File: src/include/pchm_pkg.sv
package pchm_pkg;

   // bus and data widths
   localparam int ADDR_W  = 8;
   localparam int DATA_W  = 16;
   localparam int TEMP_W  = 8;
   localparam int SPEED_W = 16;
   localparam int TOUT_W  = 8;
   localparam int TICK_W  = 24;
   localparam int PULSE_W = 5;

   // register offsets
   localparam logic [ADDR_W-1:0] ADDR_CTRL       = 8'h00;
   localparam logic [ADDR_W-1:0] ADDR_TIMEOUT    = 8'h01;
   localparam logic [ADDR_W-1:0] ADDR_RETRIGGER  = 8'h02;
   localparam logic [ADDR_W-1:0] ADDR_WD_COUNT   = 8'h03;
   localparam logic [ADDR_W-1:0] ADDR_THR_CPU    = 8'h04;
   localparam logic [ADDR_W-1:0] ADDR_THR_PSU    = 8'h05;
   localparam logic [ADDR_W-1:0] ADDR_THR_AIR    = 8'h06;
   localparam logic [ADDR_W-1:0] ADDR_TEMP_CPU   = 8'h07;
   localparam logic [ADDR_W-1:0] ADDR_TEMP_PSU   = 8'h08;
   localparam logic [ADDR_W-1:0] ADDR_TEMP_AIR   = 8'h09;
   localparam logic [ADDR_W-1:0] ADDR_SPEED_CPU  = 8'h0A;
   localparam logic [ADDR_W-1:0] ADDR_SPEED_PSU  = 8'h0B;
   localparam logic [ADDR_W-1:0] ADDR_ERROR      = 8'h0C;
   localparam logic [ADDR_W-1:0] ADDR_IRQ_STATUS = 8'h0D;
   localparam logic [ADDR_W-1:0] ADDR_IRQ_CLEAR  = 8'h0E;
   localparam logic [ADDR_W-1:0] ADDR_IRQ_ENABLE = 8'h0F;
   localparam logic [ADDR_W-1:0] ADDR_FAN_MIN    = 8'h10;

   // field positions
   localparam int CTRL_WD_EN_BIT  = 0;
   localparam int CTRL_RST_EN_BIT = 1;
   localparam int ERR_TEMP_BIT    = 0;
   localparam int ERR_WD_BIT      = 1;
   localparam int ERR_FAN_BIT     = 2;
   localparam int EVT_W           = 3;

   // threshold and timeout limits, degrees celsius and seconds
   localparam logic [TEMP_W-1:0] THR_PSU_MIN = 8'h28;
   localparam logic [TEMP_W-1:0] THR_PSU_MAX = 8'h50;
   localparam logic [TEMP_W-1:0] THR_AIR_MIN = 8'h19;
   localparam logic [TEMP_W-1:0] THR_AIR_MAX = 8'h41;
   localparam logic [TOUT_W-1:0] TOUT_MIN    = 8'h03;
   localparam logic [TOUT_W-1:0] TOUT_MAX    = 8'hFF;

   // values after reset
   localparam logic [1:0]         CTRL_RST     = 2'h0;
   localparam logic [TOUT_W-1:0]  TOUT_RST     = 8'h3C;
   localparam logic [TEMP_W-1:0]  THR_CPU_RST  = 8'h5A;
   localparam logic [TEMP_W-1:0]  THR_PSU_RST  = 8'h50;
   localparam logic [TEMP_W-1:0]  THR_AIR_RST  = 8'h41;
   localparam logic [SPEED_W-1:0] FAN_MIN_RST  = 16'h0010;
   localparam logic [EVT_W-1:0]   EVT_RST      = 3'h0;

   // timebase
   localparam int CLK_PERIOD_NS      = 100;
   localparam int SECOND_NS          = 1000000000;
   localparam int SEC_CYCLES         = SECOND_NS / CLK_PERIOD_NS;
   localparam int RESET_PULSE_CYCLES = 16;

   typedef enum logic [1:0] {
      PCHM_WD_IDLE    = 2'h0,
      PCHM_WD_RUN     = 2'h1,
      PCHM_WD_EXPIRED = 2'h3
   } pchm_wd_state_e;

endpackage : pchm_pkg

File: src/hdl/pchm_fan_tach.sv
`timescale 1ns/1ps
module pchm_fan_tach (
   input  wire logic                         clk,
   input  wire logic                         rst,
   input  wire logic                         sec_tick,
   input  wire logic                         tach,
   input  wire logic [pchm_pkg::SPEED_W-1:0] min_speed,
   output logic      [pchm_pkg::SPEED_W-1:0] speed,
   output logic                              fail
);

   logic                         tach_prev;
   logic [pchm_pkg::SPEED_W-1:0] pulse_cnt;
   wire                          tach_rise;
   wire                          cnt_full;

   assign tach_rise = tach & ~tach_prev;
   assign cnt_full  = &pulse_cnt;

   // pulses per second, latched each second; a fan below minimum has failed
   always_ff @(posedge clk) begin
      if (rst) begin
         tach_prev <= 1'b0;
         pulse_cnt <= '0;
         speed     <= '0;
         fail      <= 1'b0;
      end else begin
         tach_prev <= tach;
         if (sec_tick) begin
            speed     <= pulse_cnt;
            fail      <= (pulse_cnt < min_speed);
            pulse_cnt <= {{(pchm_pkg::SPEED_W-1){1'b0}}, tach_rise};
         end else if (tach_rise && !cnt_full) begin
            pulse_cnt <= pulse_cnt + 16'h0001;
         end
      end
   end

endmodule : pchm_fan_tach

File: src/hdl/pchm_monitor.sv
`timescale 1ns/1ps
// Operation
// - sample cpu, supply and intake-air temperatures
// - over threshold: fans full, raise event
// - temp error clears: all below plus acknowledge
// - supply threshold held within 40..80 C
// - intake-air threshold held within 25..65 C
// - supervisor idle after cold_hardware_restart
// - missed retrigger: expired flag plus event
// - software enables supervisor and reset reaction
// - timeout 3..255 seconds in one-second steps
// - timeout write while running restarts countdown
// - watch cpu and supply fans, event
// - fan error clears: fan ok plus acknowledge
// - both fan speeds readable by software
module pchm_monitor #(
   parameter int TICKS_PER_SEC = pchm_pkg::SEC_CYCLES
) (
   input  wire logic                         clk,
   input  wire logic                         rst,
   input  wire logic [pchm_pkg::ADDR_W-1:0]  addr,
   input  wire logic [pchm_pkg::DATA_W-1:0]  wr_data,
   input  wire logic                         wr_en,
   input  wire logic                         rd_en,
   output logic      [pchm_pkg::DATA_W-1:0]  rd_data,
   input  wire logic [pchm_pkg::TEMP_W-1:0]  temp_cpu,
   input  wire logic [pchm_pkg::TEMP_W-1:0]  temp_psu,
   input  wire logic [pchm_pkg::TEMP_W-1:0]  temp_air,
   input  wire logic                         tach_cpu_fan,
   input  wire logic                         tach_psu_fan,
   output logic                              fan_full_speed,
   output logic                              system_reset,
   output logic                              irq
);

   // one-second timebase
   logic [pchm_pkg::TICK_W-1:0] tick_cnt;
   logic                        sec_tick;
   wire                         tick_wrap;

   assign tick_wrap = (tick_cnt == pchm_pkg::TICK_W'(TICKS_PER_SEC - 1));

   always_ff @(posedge clk) begin
      if (rst) begin
         tick_cnt <= '0;
         sec_tick <= 1'b0;
      end else begin
         tick_cnt <= tick_wrap ? '0 : tick_cnt + 24'h000001;
         sec_tick <= tick_wrap;
      end
   end

   // register decode
   wire wr_ctrl    = wr_en && (addr == pchm_pkg::ADDR_CTRL);
   wire wr_timeout = wr_en && (addr == pchm_pkg::ADDR_TIMEOUT);
   wire wr_retrig  = wr_en && (addr == pchm_pkg::ADDR_RETRIGGER);
   wire wr_thr_cpu = wr_en && (addr == pchm_pkg::ADDR_THR_CPU);
   wire wr_thr_psu = wr_en && (addr == pchm_pkg::ADDR_THR_PSU);
   wire wr_thr_air = wr_en && (addr == pchm_pkg::ADDR_THR_AIR);
   wire wr_error   = wr_en && (addr == pchm_pkg::ADDR_ERROR);
   wire wr_irq_clr = wr_en && (addr == pchm_pkg::ADDR_IRQ_CLEAR);
   wire wr_irq_en  = wr_en && (addr == pchm_pkg::ADDR_IRQ_ENABLE);
   wire wr_fan_min = wr_en && (addr == pchm_pkg::ADDR_FAN_MIN);

   wire [pchm_pkg::TEMP_W-1:0] wr_byte = wr_data[pchm_pkg::TEMP_W-1:0];

   // control and configuration
   logic [1:0]                   ctrl;
   logic [pchm_pkg::TOUT_W-1:0]  supervisor_timeout_seconds;
   logic [pchm_pkg::TEMP_W-1:0]  thr_cpu;
   logic [pchm_pkg::TEMP_W-1:0]  thr_psu;
   logic [pchm_pkg::TEMP_W-1:0]  thr_air;
   logic [pchm_pkg::SPEED_W-1:0] fan_min;
   logic [pchm_pkg::EVT_W-1:0]   irq_enable;

   // clamp writes into the allowed ranges
   wire [pchm_pkg::TEMP_W-1:0] next_thr_psu =
      (wr_byte < pchm_pkg::THR_PSU_MIN) ? pchm_pkg::THR_PSU_MIN :
      (wr_byte > pchm_pkg::THR_PSU_MAX) ? pchm_pkg::THR_PSU_MAX : wr_byte;
   wire [pchm_pkg::TEMP_W-1:0] next_thr_air =
      (wr_byte < pchm_pkg::THR_AIR_MIN) ? pchm_pkg::THR_AIR_MIN :
      (wr_byte > pchm_pkg::THR_AIR_MAX) ? pchm_pkg::THR_AIR_MAX : wr_byte;
   wire [pchm_pkg::TOUT_W-1:0] next_timeout =
      (wr_byte < pchm_pkg::TOUT_MIN) ? pchm_pkg::TOUT_MIN :
      (wr_byte > pchm_pkg::TOUT_MAX) ? pchm_pkg::TOUT_MAX : wr_byte;

   always_ff @(posedge clk) begin
      if (rst) begin
         ctrl                       <= pchm_pkg::CTRL_RST;
         supervisor_timeout_seconds <= pchm_pkg::TOUT_RST;
         thr_cpu                    <= pchm_pkg::THR_CPU_RST;
         thr_psu                    <= pchm_pkg::THR_PSU_RST;
         thr_air                    <= pchm_pkg::THR_AIR_RST;
         fan_min                    <= pchm_pkg::FAN_MIN_RST;
         irq_enable                 <= pchm_pkg::EVT_RST;
      end else begin
         if (wr_ctrl) begin
            ctrl <= wr_data[1:0];
         end
         if (wr_timeout) begin
            supervisor_timeout_seconds <= next_timeout;
         end
         if (wr_thr_cpu) begin
            thr_cpu <= wr_byte;
         end
         if (wr_thr_psu) begin
            thr_psu <= next_thr_psu;
         end
         if (wr_thr_air) begin
            thr_air <= next_thr_air;
         end
         if (wr_fan_min) begin
            fan_min <= wr_data;
         end
         if (wr_irq_en) begin
            irq_enable <= wr_data[pchm_pkg::EVT_W-1:0];
         end
      end
   end

   wire program_supervisor_en = ctrl[pchm_pkg::CTRL_WD_EN_BIT];
   wire reset_react_en        = ctrl[pchm_pkg::CTRL_RST_EN_BIT];

   // temperature sampling and comparison
   logic [pchm_pkg::TEMP_W-1:0] cur_cpu;
   logic [pchm_pkg::TEMP_W-1:0] cur_psu;
   logic [pchm_pkg::TEMP_W-1:0] cur_air;

   always_ff @(posedge clk) begin
      if (rst) begin
         cur_cpu <= '0;
         cur_psu <= '0;
         cur_air <= '0;
      end else begin
         cur_cpu <= temp_cpu;
         cur_psu <= temp_psu;
         cur_air <= temp_air;
      end
   end

   wire any_over = (cur_cpu > thr_cpu) || (cur_psu > thr_psu) || (cur_air > thr_air);

   // fan supervision
   logic [pchm_pkg::SPEED_W-1:0] speed_cpu_fan;
   logic [pchm_pkg::SPEED_W-1:0] speed_psu_fan;
   logic                         fail_cpu_fan;
   logic                         fail_psu_fan;

   pchm_fan_tach u_fan_cpu (
      .clk       (clk),
      .rst       (rst),
      .sec_tick  (sec_tick),
      .tach      (tach_cpu_fan),
      .min_speed (fan_min),
      .speed     (speed_cpu_fan),
      .fail      (fail_cpu_fan)
   );

   pchm_fan_tach u_fan_psu (
      .clk       (clk),
      .rst       (rst),
      .sec_tick  (sec_tick),
      .tach      (tach_psu_fan),
      .min_speed (fan_min),
      .speed     (speed_psu_fan),
      .fail      (fail_psu_fan)
   );

   wire any_fan_fail = fail_cpu_fan || fail_psu_fan;

   // supervisor countdown
   pchm_pkg::pchm_wd_state_e    wd_state;
   pchm_pkg::pchm_wd_state_e    next_wd_state;
   logic [pchm_pkg::TOUT_W-1:0] wd_count;
   logic [pchm_pkg::TOUT_W-1:0] next_wd_count;
   logic                        wd_expire;

   wire wd_reload = wr_retrig || wr_timeout;
   wire wd_load_value_sel = wr_timeout;

   always_comb begin
      next_wd_state = wd_state;
      next_wd_count = wd_count;
      wd_expire     = 1'b0;
      case (wd_state)
         pchm_pkg::PCHM_WD_IDLE: begin
            if (program_supervisor_en) begin
               next_wd_state = pchm_pkg::PCHM_WD_RUN;
               next_wd_count = supervisor_timeout_seconds;
            end
         end
         pchm_pkg::PCHM_WD_RUN: begin
            if (!program_supervisor_en) begin
               next_wd_state = pchm_pkg::PCHM_WD_IDLE;
            end else if (wd_reload) begin
               next_wd_count = wd_load_value_sel ? next_timeout : supervisor_timeout_seconds;
            end else if (sec_tick) begin
               next_wd_count = wd_count - 8'h01;
               if (wd_count == 8'h01) begin
                  next_wd_state = pchm_pkg::PCHM_WD_EXPIRED;
                  wd_expire     = 1'b1;
               end
            end
         end
         pchm_pkg::PCHM_WD_EXPIRED: begin
            if (!program_supervisor_en) begin
               next_wd_state = pchm_pkg::PCHM_WD_IDLE;
            end else if (wd_reload) begin
               next_wd_state = pchm_pkg::PCHM_WD_RUN;
               next_wd_count = wd_load_value_sel ? next_timeout : supervisor_timeout_seconds;
            end
         end
         default: begin
            next_wd_state = pchm_pkg::PCHM_WD_IDLE;
            next_wd_count = '0;
         end
      endcase
   end

   always_ff @(posedge clk) begin
      if (rst) begin
         wd_state <= pchm_pkg::PCHM_WD_IDLE;
         wd_count <= '0;
      end else begin
         wd_state <= next_wd_state;
         wd_count <= next_wd_count;
      end
   end

   // latched error flags; a new cause wins over an acknowledge
   logic err_temp;
   logic err_wd;
   logic err_fan;

   wire ack_temp = wr_error && wr_data[pchm_pkg::ERR_TEMP_BIT];
   wire ack_wd   = wr_error && wr_data[pchm_pkg::ERR_WD_BIT];
   wire ack_fan  = wr_error && wr_data[pchm_pkg::ERR_FAN_BIT];

   wire next_err_temp = any_over || (err_temp && !ack_temp);
   wire next_err_wd   = wd_expire || (err_wd && !ack_wd);
   wire next_err_fan  = any_fan_fail || (err_fan && !ack_fan);

   always_ff @(posedge clk) begin
      if (rst) begin
         err_temp <= 1'b0;
         err_wd   <= 1'b0;
         err_fan  <= 1'b0;
      end else begin
         err_temp <= next_err_temp;
         err_wd   <= next_err_wd;
         err_fan  <= next_err_fan;
      end
   end

   // interrupt status, clear and enable
   logic [pchm_pkg::EVT_W-1:0] irq_status;

   wire [pchm_pkg::EVT_W-1:0] evt_set = {any_fan_fail, wd_expire, any_over};
   wire [pchm_pkg::EVT_W-1:0] evt_clr = wr_irq_clr ? wr_data[pchm_pkg::EVT_W-1:0] : pchm_pkg::EVT_RST;
   wire [pchm_pkg::EVT_W-1:0] next_irq_status = evt_set | (irq_status & ~evt_clr);
   wire                       next_irq = |(next_irq_status & irq_enable);

   always_ff @(posedge clk) begin
      if (rst) begin
         irq_status <= pchm_pkg::EVT_RST;
         irq        <= 1'b0;
      end else begin
         irq_status <= next_irq_status;
         irq        <= next_irq;
      end
   end

   // fan override and system reset pulse
   logic [pchm_pkg::PULSE_W-1:0] reset_pulse_cnt;

   wire next_fan_full = any_over || err_temp;
   wire reset_start   = wd_expire && reset_react_en;
   wire reset_busy    = (reset_pulse_cnt != '0);

   always_ff @(posedge clk) begin
      if (rst) begin
         fan_full_speed  <= 1'b0;
         reset_pulse_cnt <= '0;
         system_reset    <= 1'b0;
      end else begin
         fan_full_speed <= next_fan_full;
         if (reset_start) begin
            reset_pulse_cnt <= pchm_pkg::PULSE_W'(pchm_pkg::RESET_PULSE_CYCLES);
         end else if (reset_busy) begin
            reset_pulse_cnt <= reset_pulse_cnt - 5'h01;
         end
         system_reset <= reset_start || (reset_pulse_cnt > 5'h01);
      end
   end

   // read path
   logic [pchm_pkg::DATA_W-1:0] rd_mux;

   always_comb begin
      rd_mux = '0;
      case (addr)
         pchm_pkg::ADDR_CTRL:       rd_mux = {14'h0000, ctrl};
         pchm_pkg::ADDR_TIMEOUT:    rd_mux = {8'h00, supervisor_timeout_seconds};
         pchm_pkg::ADDR_WD_COUNT:   rd_mux = {8'h00, wd_count};
         pchm_pkg::ADDR_THR_CPU:    rd_mux = {8'h00, thr_cpu};
         pchm_pkg::ADDR_THR_PSU:    rd_mux = {8'h00, thr_psu};
         pchm_pkg::ADDR_THR_AIR:    rd_mux = {8'h00, thr_air};
         pchm_pkg::ADDR_TEMP_CPU:   rd_mux = {8'h00, cur_cpu};
         pchm_pkg::ADDR_TEMP_PSU:   rd_mux = {8'h00, cur_psu};
         pchm_pkg::ADDR_TEMP_AIR:   rd_mux = {8'h00, cur_air};
         pchm_pkg::ADDR_SPEED_CPU:  rd_mux = speed_cpu_fan;
         pchm_pkg::ADDR_SPEED_PSU:  rd_mux = speed_psu_fan;
         pchm_pkg::ADDR_ERROR:      rd_mux = {13'h0000, err_fan, err_wd, err_temp};
         pchm_pkg::ADDR_IRQ_STATUS: rd_mux = {13'h0000, irq_status};
         pchm_pkg::ADDR_IRQ_ENABLE: rd_mux = {13'h0000, irq_enable};
         pchm_pkg::ADDR_FAN_MIN:    rd_mux = fan_min;
         default:                   rd_mux = '0;
      endcase
   end

   always_ff @(posedge clk) begin
      if (rst) begin
         rd_data <= '0;
      end else begin
         rd_data <= rd_en ? rd_mux : '0;
      end
   end

endmodule : pchm_monitor

File: config.mk
export PLATFORM = sky130hd
export DESIGN_NAME = pchm_monitor
export DESIGN_NICKNAME = d
export VERILOG_FILES = /design/src/include/pchm_pkg.sv /design/src/hdl/pchm_fan_tach.sv /design/src/hdl/pchm_monitor.sv
export SDC_FILE = /design/constraint.sdc
export NUM_CORES = 1
export LEC_CHECK = 0
export BUFFER_PORTS_ARGS = -buffer_cell sky130_fd_sc_hd__buf_2
export CORE_ASPECT_RATIO = 0.7
export CORE_MARGIN = 2
export CORE_UTILIZATION = 56
export CTS_BUF_LIST = sky130_fd_sc_hd__clkbuf_16
export DETAILED_ROUTE_END_ITERATION = 10
export PLACE_DENSITY = 0.72
export SLEW_MARGIN = 20
export SYNTH_ARGS = -nofsm -noshare
export SYNTH_HDL_FRONTEND = slang
export SYNTH_SLANG_ARGS = --single-unit
File: constraint.sdc
create_clock -name clk -period 4.8 [get_ports clk]
set_clock_uncertainty 0.1 [all_clocks]
set_input_delay 0.24 -clock clk [delete_from_list [all_inputs] [get_ports clk]]
set_output_delay 0.24 -clock clk [all_outputs]
set_load 0.005 [all_outputs]
==> metrics.md <==
| Metric | Value |
|---|---|
| Final total negative setup slack | `0 ns` |
| Number of DRC violations after detailed-routing iteration 0 | `slightly below 1000` |
| Critical Path Sink Type | `register` |
| Vias in the first global route | `a little over 8000` |
| Total wire length | `28500 µm` |
| Ys flop type | `dfxtp_1` |
| Maximum root-to-sink buffer count | `3` |
| Relative contribution of sequential cells to total power | `approximately half` |
| Pin count of the biggest net entering global routing | `72` |
| Die Outline Area | `around 20000 µm²` |
| Number of distinct standard cells referenced by the synthesized netlist | `between 80 and 90` |
| Count of antenna diodes in the layout | `0` |
| Met2 wirelength from detailed routing | `11400 µm` |
| Std-Cell Rows | `between 40 and 50` |
| Remaining DRCs | `0` |
| Class of the most critical hold timing path | `input pin to register` |
| # hold bufs at CTS | `37` |
| Number of H-tree branching levels | `1` |
| Total design power | `between 3 and 4 mW` |
| Worst-margin pin slew | `~1.0 ns` |
| Clock-pin slew on the worst setup and hold paths | `0.07 ns` |
| Result of the run | `complete, no violations` |
| Wire length of the first global-routing pass | `44900 µm` |
| Async S/R FF share, synth | `0%` |
| Setup Viol. Count Final | `0` |
| Number of nets produced by synthesis | `approximately 1300` |
| Worst-case hold slack | `between 0.02 and 0.03 ns` |
| Flop and latch count out of synthesis | `210` |
| Ratio of cells with drive above 1 in the final layout | `about an eighth` |
| Initial cell density of the core | `56.7%` |
| Width of the die | `roughly 170 µm` |
| PD cells | `approximately 300 nW/µm²` |
| I/O pin total | `73` |
| Clock latency on the worst-skew pair | `roughly 0.50 ns` |
| Setup repair after global routing missed its margin | `false` |
| Cells resized by post-CTS repair | `0` |
| Type of the worst setup path | `register to register` |
| First-pass iteration count of the detailed router | `7` |
| Total Routing Usage GR | `about 28%` |
| Net total in the final layout | `around 1400` |
| Critical Path Start Type | `register` |
| Last weighted congestion value of the routability-driven placer | `around 1` |
| Combinational group share of total power | `between 8 and 9%` |
| Post-DRT Antenna Nets | `0` |
| Cell at the root of the clock tree | `clkbuf_16` |
| Worst VDD drop | `0.210 mV` |
| Area of the mapped netlist | `10600 µm²` |
| Wire per inst | `~19 µm` |
| Final Hold Fails | `0` |
| Post-layout min period | `about 2.5 ns` |
| Clock tree from TritonCTS | `built` |
| Post-CTS setup buffers | `0` |
| Detailed placer's ending HPWL | `around 21000 µm` |
| Synth warn | `0` |
| Vias per inst | `approximately 6.0` |
| Total leakage power | `4.70 nW` |
| Area added between synthesis and finish | `13.0%` |
| Non-filler instance count after layout | `around 1500` |
| Dpl cells | `between 1000 and 1500` |
| Sequential fraction of the synthesis area | `a little under 40%` |
| Uppermost signal routing layer after detailed routing | `met4` |
| Core Area | `18700 µm²` |
| Average cell area after synthesis | `~8.9 µm²` |
| Number of clock sinks | `210` |
| Clock buffer count from CTS | `21` |
| Die Y-Extent | `119 µm` |
| Sum of met3 wire segment lengths after detailed routing | `between 2000 and 3000 µm` |
| Worst reg-to-reg setup slack | `~2.3 ns` |
| Routed via count | `about 9000` |
| Net switching power | `904 µW` |
| Arrival time at the worst endpoint | `between 2 and 3 ns` |
| Final-report max-slew violation count | `0` |
| Clk pwr share | `between 40% and 50%` |
| Initial antenna violation count | `0` |
| Sum of routed wire segments on met1 | `14100 µm` |
| Required time at the worst-slack endpoint | `between 5 and 6 ns` |
| Internal power contribution | `2.77 mW` |
| Slew headroom | `between 30% and 40%` |
| Gate count after technology mapping | `between 1000 and 1500` |
| Number of buffers added on ports | `between 70 and 80` |
| Switching part of the total | `24.6%` |
| Total of max-cap violations | `0` |
| Highest clock rate | `400 MHz` |
| Post-synth EDFFs | `0` |
| Critical-path maximum fanout | `9` |
| Final cycle utilization of the critical path | `between 50% and 60%` |
| Leftover overflow at the end of global routing | `0` |
power groups by stage:
stage	Sequential, mW	Clock [mW]	Combinational (mW)
after global routing	1.82	1.63	0.350
after floorplan	1.85	0	0.206
after detailed placement	1.86	0	0.288
after CTS	1.82	1.56	0.312
after global placement	1.86	0	0.278
final	1.82	1.53	0.317
flip-flops by register name, indices dropped and copies added, names as in the netlist, 2 cells and up:
name and flops:
u_fan_cpu.speed 16, cur_psu 8, u_fan_psu.pulse_cnt 16, u_fan_psu.speed 16, u_fan_cpu.pulse_cnt 16, cur_air 8
fan_min 16, supervisor_timeout_seconds 8, reset_pulse_cnt 5, irq_status 3, thr_psu 8, ctrl 2
irq_enable 3, thr_air 8, cur_cpu 8, wd_state 2, tick_cnt 24, wd_count 8
thr_cpu 8, rd_data 16
synth_stat cells, drive strengths merged (17+ instances only):
master,number,area (µm²)
nand3,36,210
inv,53,199
nand2,94,353
nor3,21,115
dfxtp,210,4200
xor2,34,298
o21ai,26,130
nor2b,43,269
nand4,23,156
nor2,157,634
mux2i,56,561
a31oi,17,106
clkbuf,38,143
buf,26,175
a21oi,70,358
ha,62,776
path summary, 6_finish.rpt:
kind,to,cells past startpoint,start
worst max-delay path,u_fan_psu.pulse_cnt[9],6,u_fan_psu.pulse_cnt[3]
worst min-delay path,fan_min[2],3,wr_data[2]
worst max register to register,u_fan_psu.pulse_cnt[9],6,u_fan_psu.pulse_cnt[3]
worst min register to register,thr_air[5],2,thr_air[5]
per-stage QoR:
step | setup slack (ns) | utilization (%) | instance area, µm²
after floorplan | 2.85 | - | 10600
after global placement | 1.96 | 58.7 | 11000
after detailed placement | 1.89 | 58.7 | 11000
after CTS | 2.39 | 64.0 | 12000
after global routing | 2.10 | 64.0 | 12000
final | 2.30 | 64.0 | 12000
routing by layer:
layer	global-route usage, %	vias up
li1	-	4370
met1	43.9	4238
met2	38.9	377
met3	6.91	39
met4	5.44	0
met5	0	-
placed cells by master (no fill, tap or decap), types with 10 or more instances in the layout:
master	count
mux2i_1	56
clkbuf_16	21
buf_2	71
a221oi_1	10
nand4_1	21
dlygate4sd3_1	37
inv_1	55
a21oi_1	68
and3_1	16
nor3_1	19
a22oi_1	10
dfxtp_1	209
a222oi_1	10
a21o_1	11
a22o_1	11
o21ai_0	23
xnor2_1	15
nor2_1	152
a31oi_1	17
nand3_1	33
nand2b_1	13
nor2b_1	43
ha_1	62
nand2_1	94
xor2_1	34
layout make-up:
class / instances / area (µm²)
Clock buffer: 21 / 526
Clock inverter: 15 / 97.6
Fill cell: 1572 / 6740
Inverter: 53 / 199
Multi-Input combinational cell: 861 / 5880
Sequential cell: 210 / 4210
Tap cell: 242 / 303
Timing Repair Buffer: 113 / 763
worst max-delay path, stage by stage (launching register included):
cell and delay (ns):
dfxtp_1 0.50, and4_1 0.28, nand2_1 0.11, nor4_2 0.79
nor3b_2 0.28, nand4_1 0.19, mux2i_1 0.18
cell families (layout without fill, tap and decap cells):
family	after synthesis	after routing	synth area share, %
buffers and inverters	117	202	4.88
multiplexers	64	64	6.56
flip-flops	210	210	39.7
AND/OR/NAND/NOR	459	459	22.3
AO/OA/AOI/OAI	226	226	15.1
adder cells (fa/ha/maj)	63	63	7.41
XOR/XNOR	49	49	4.05
No activity file was read; power rests on OpenSTA's default activity.
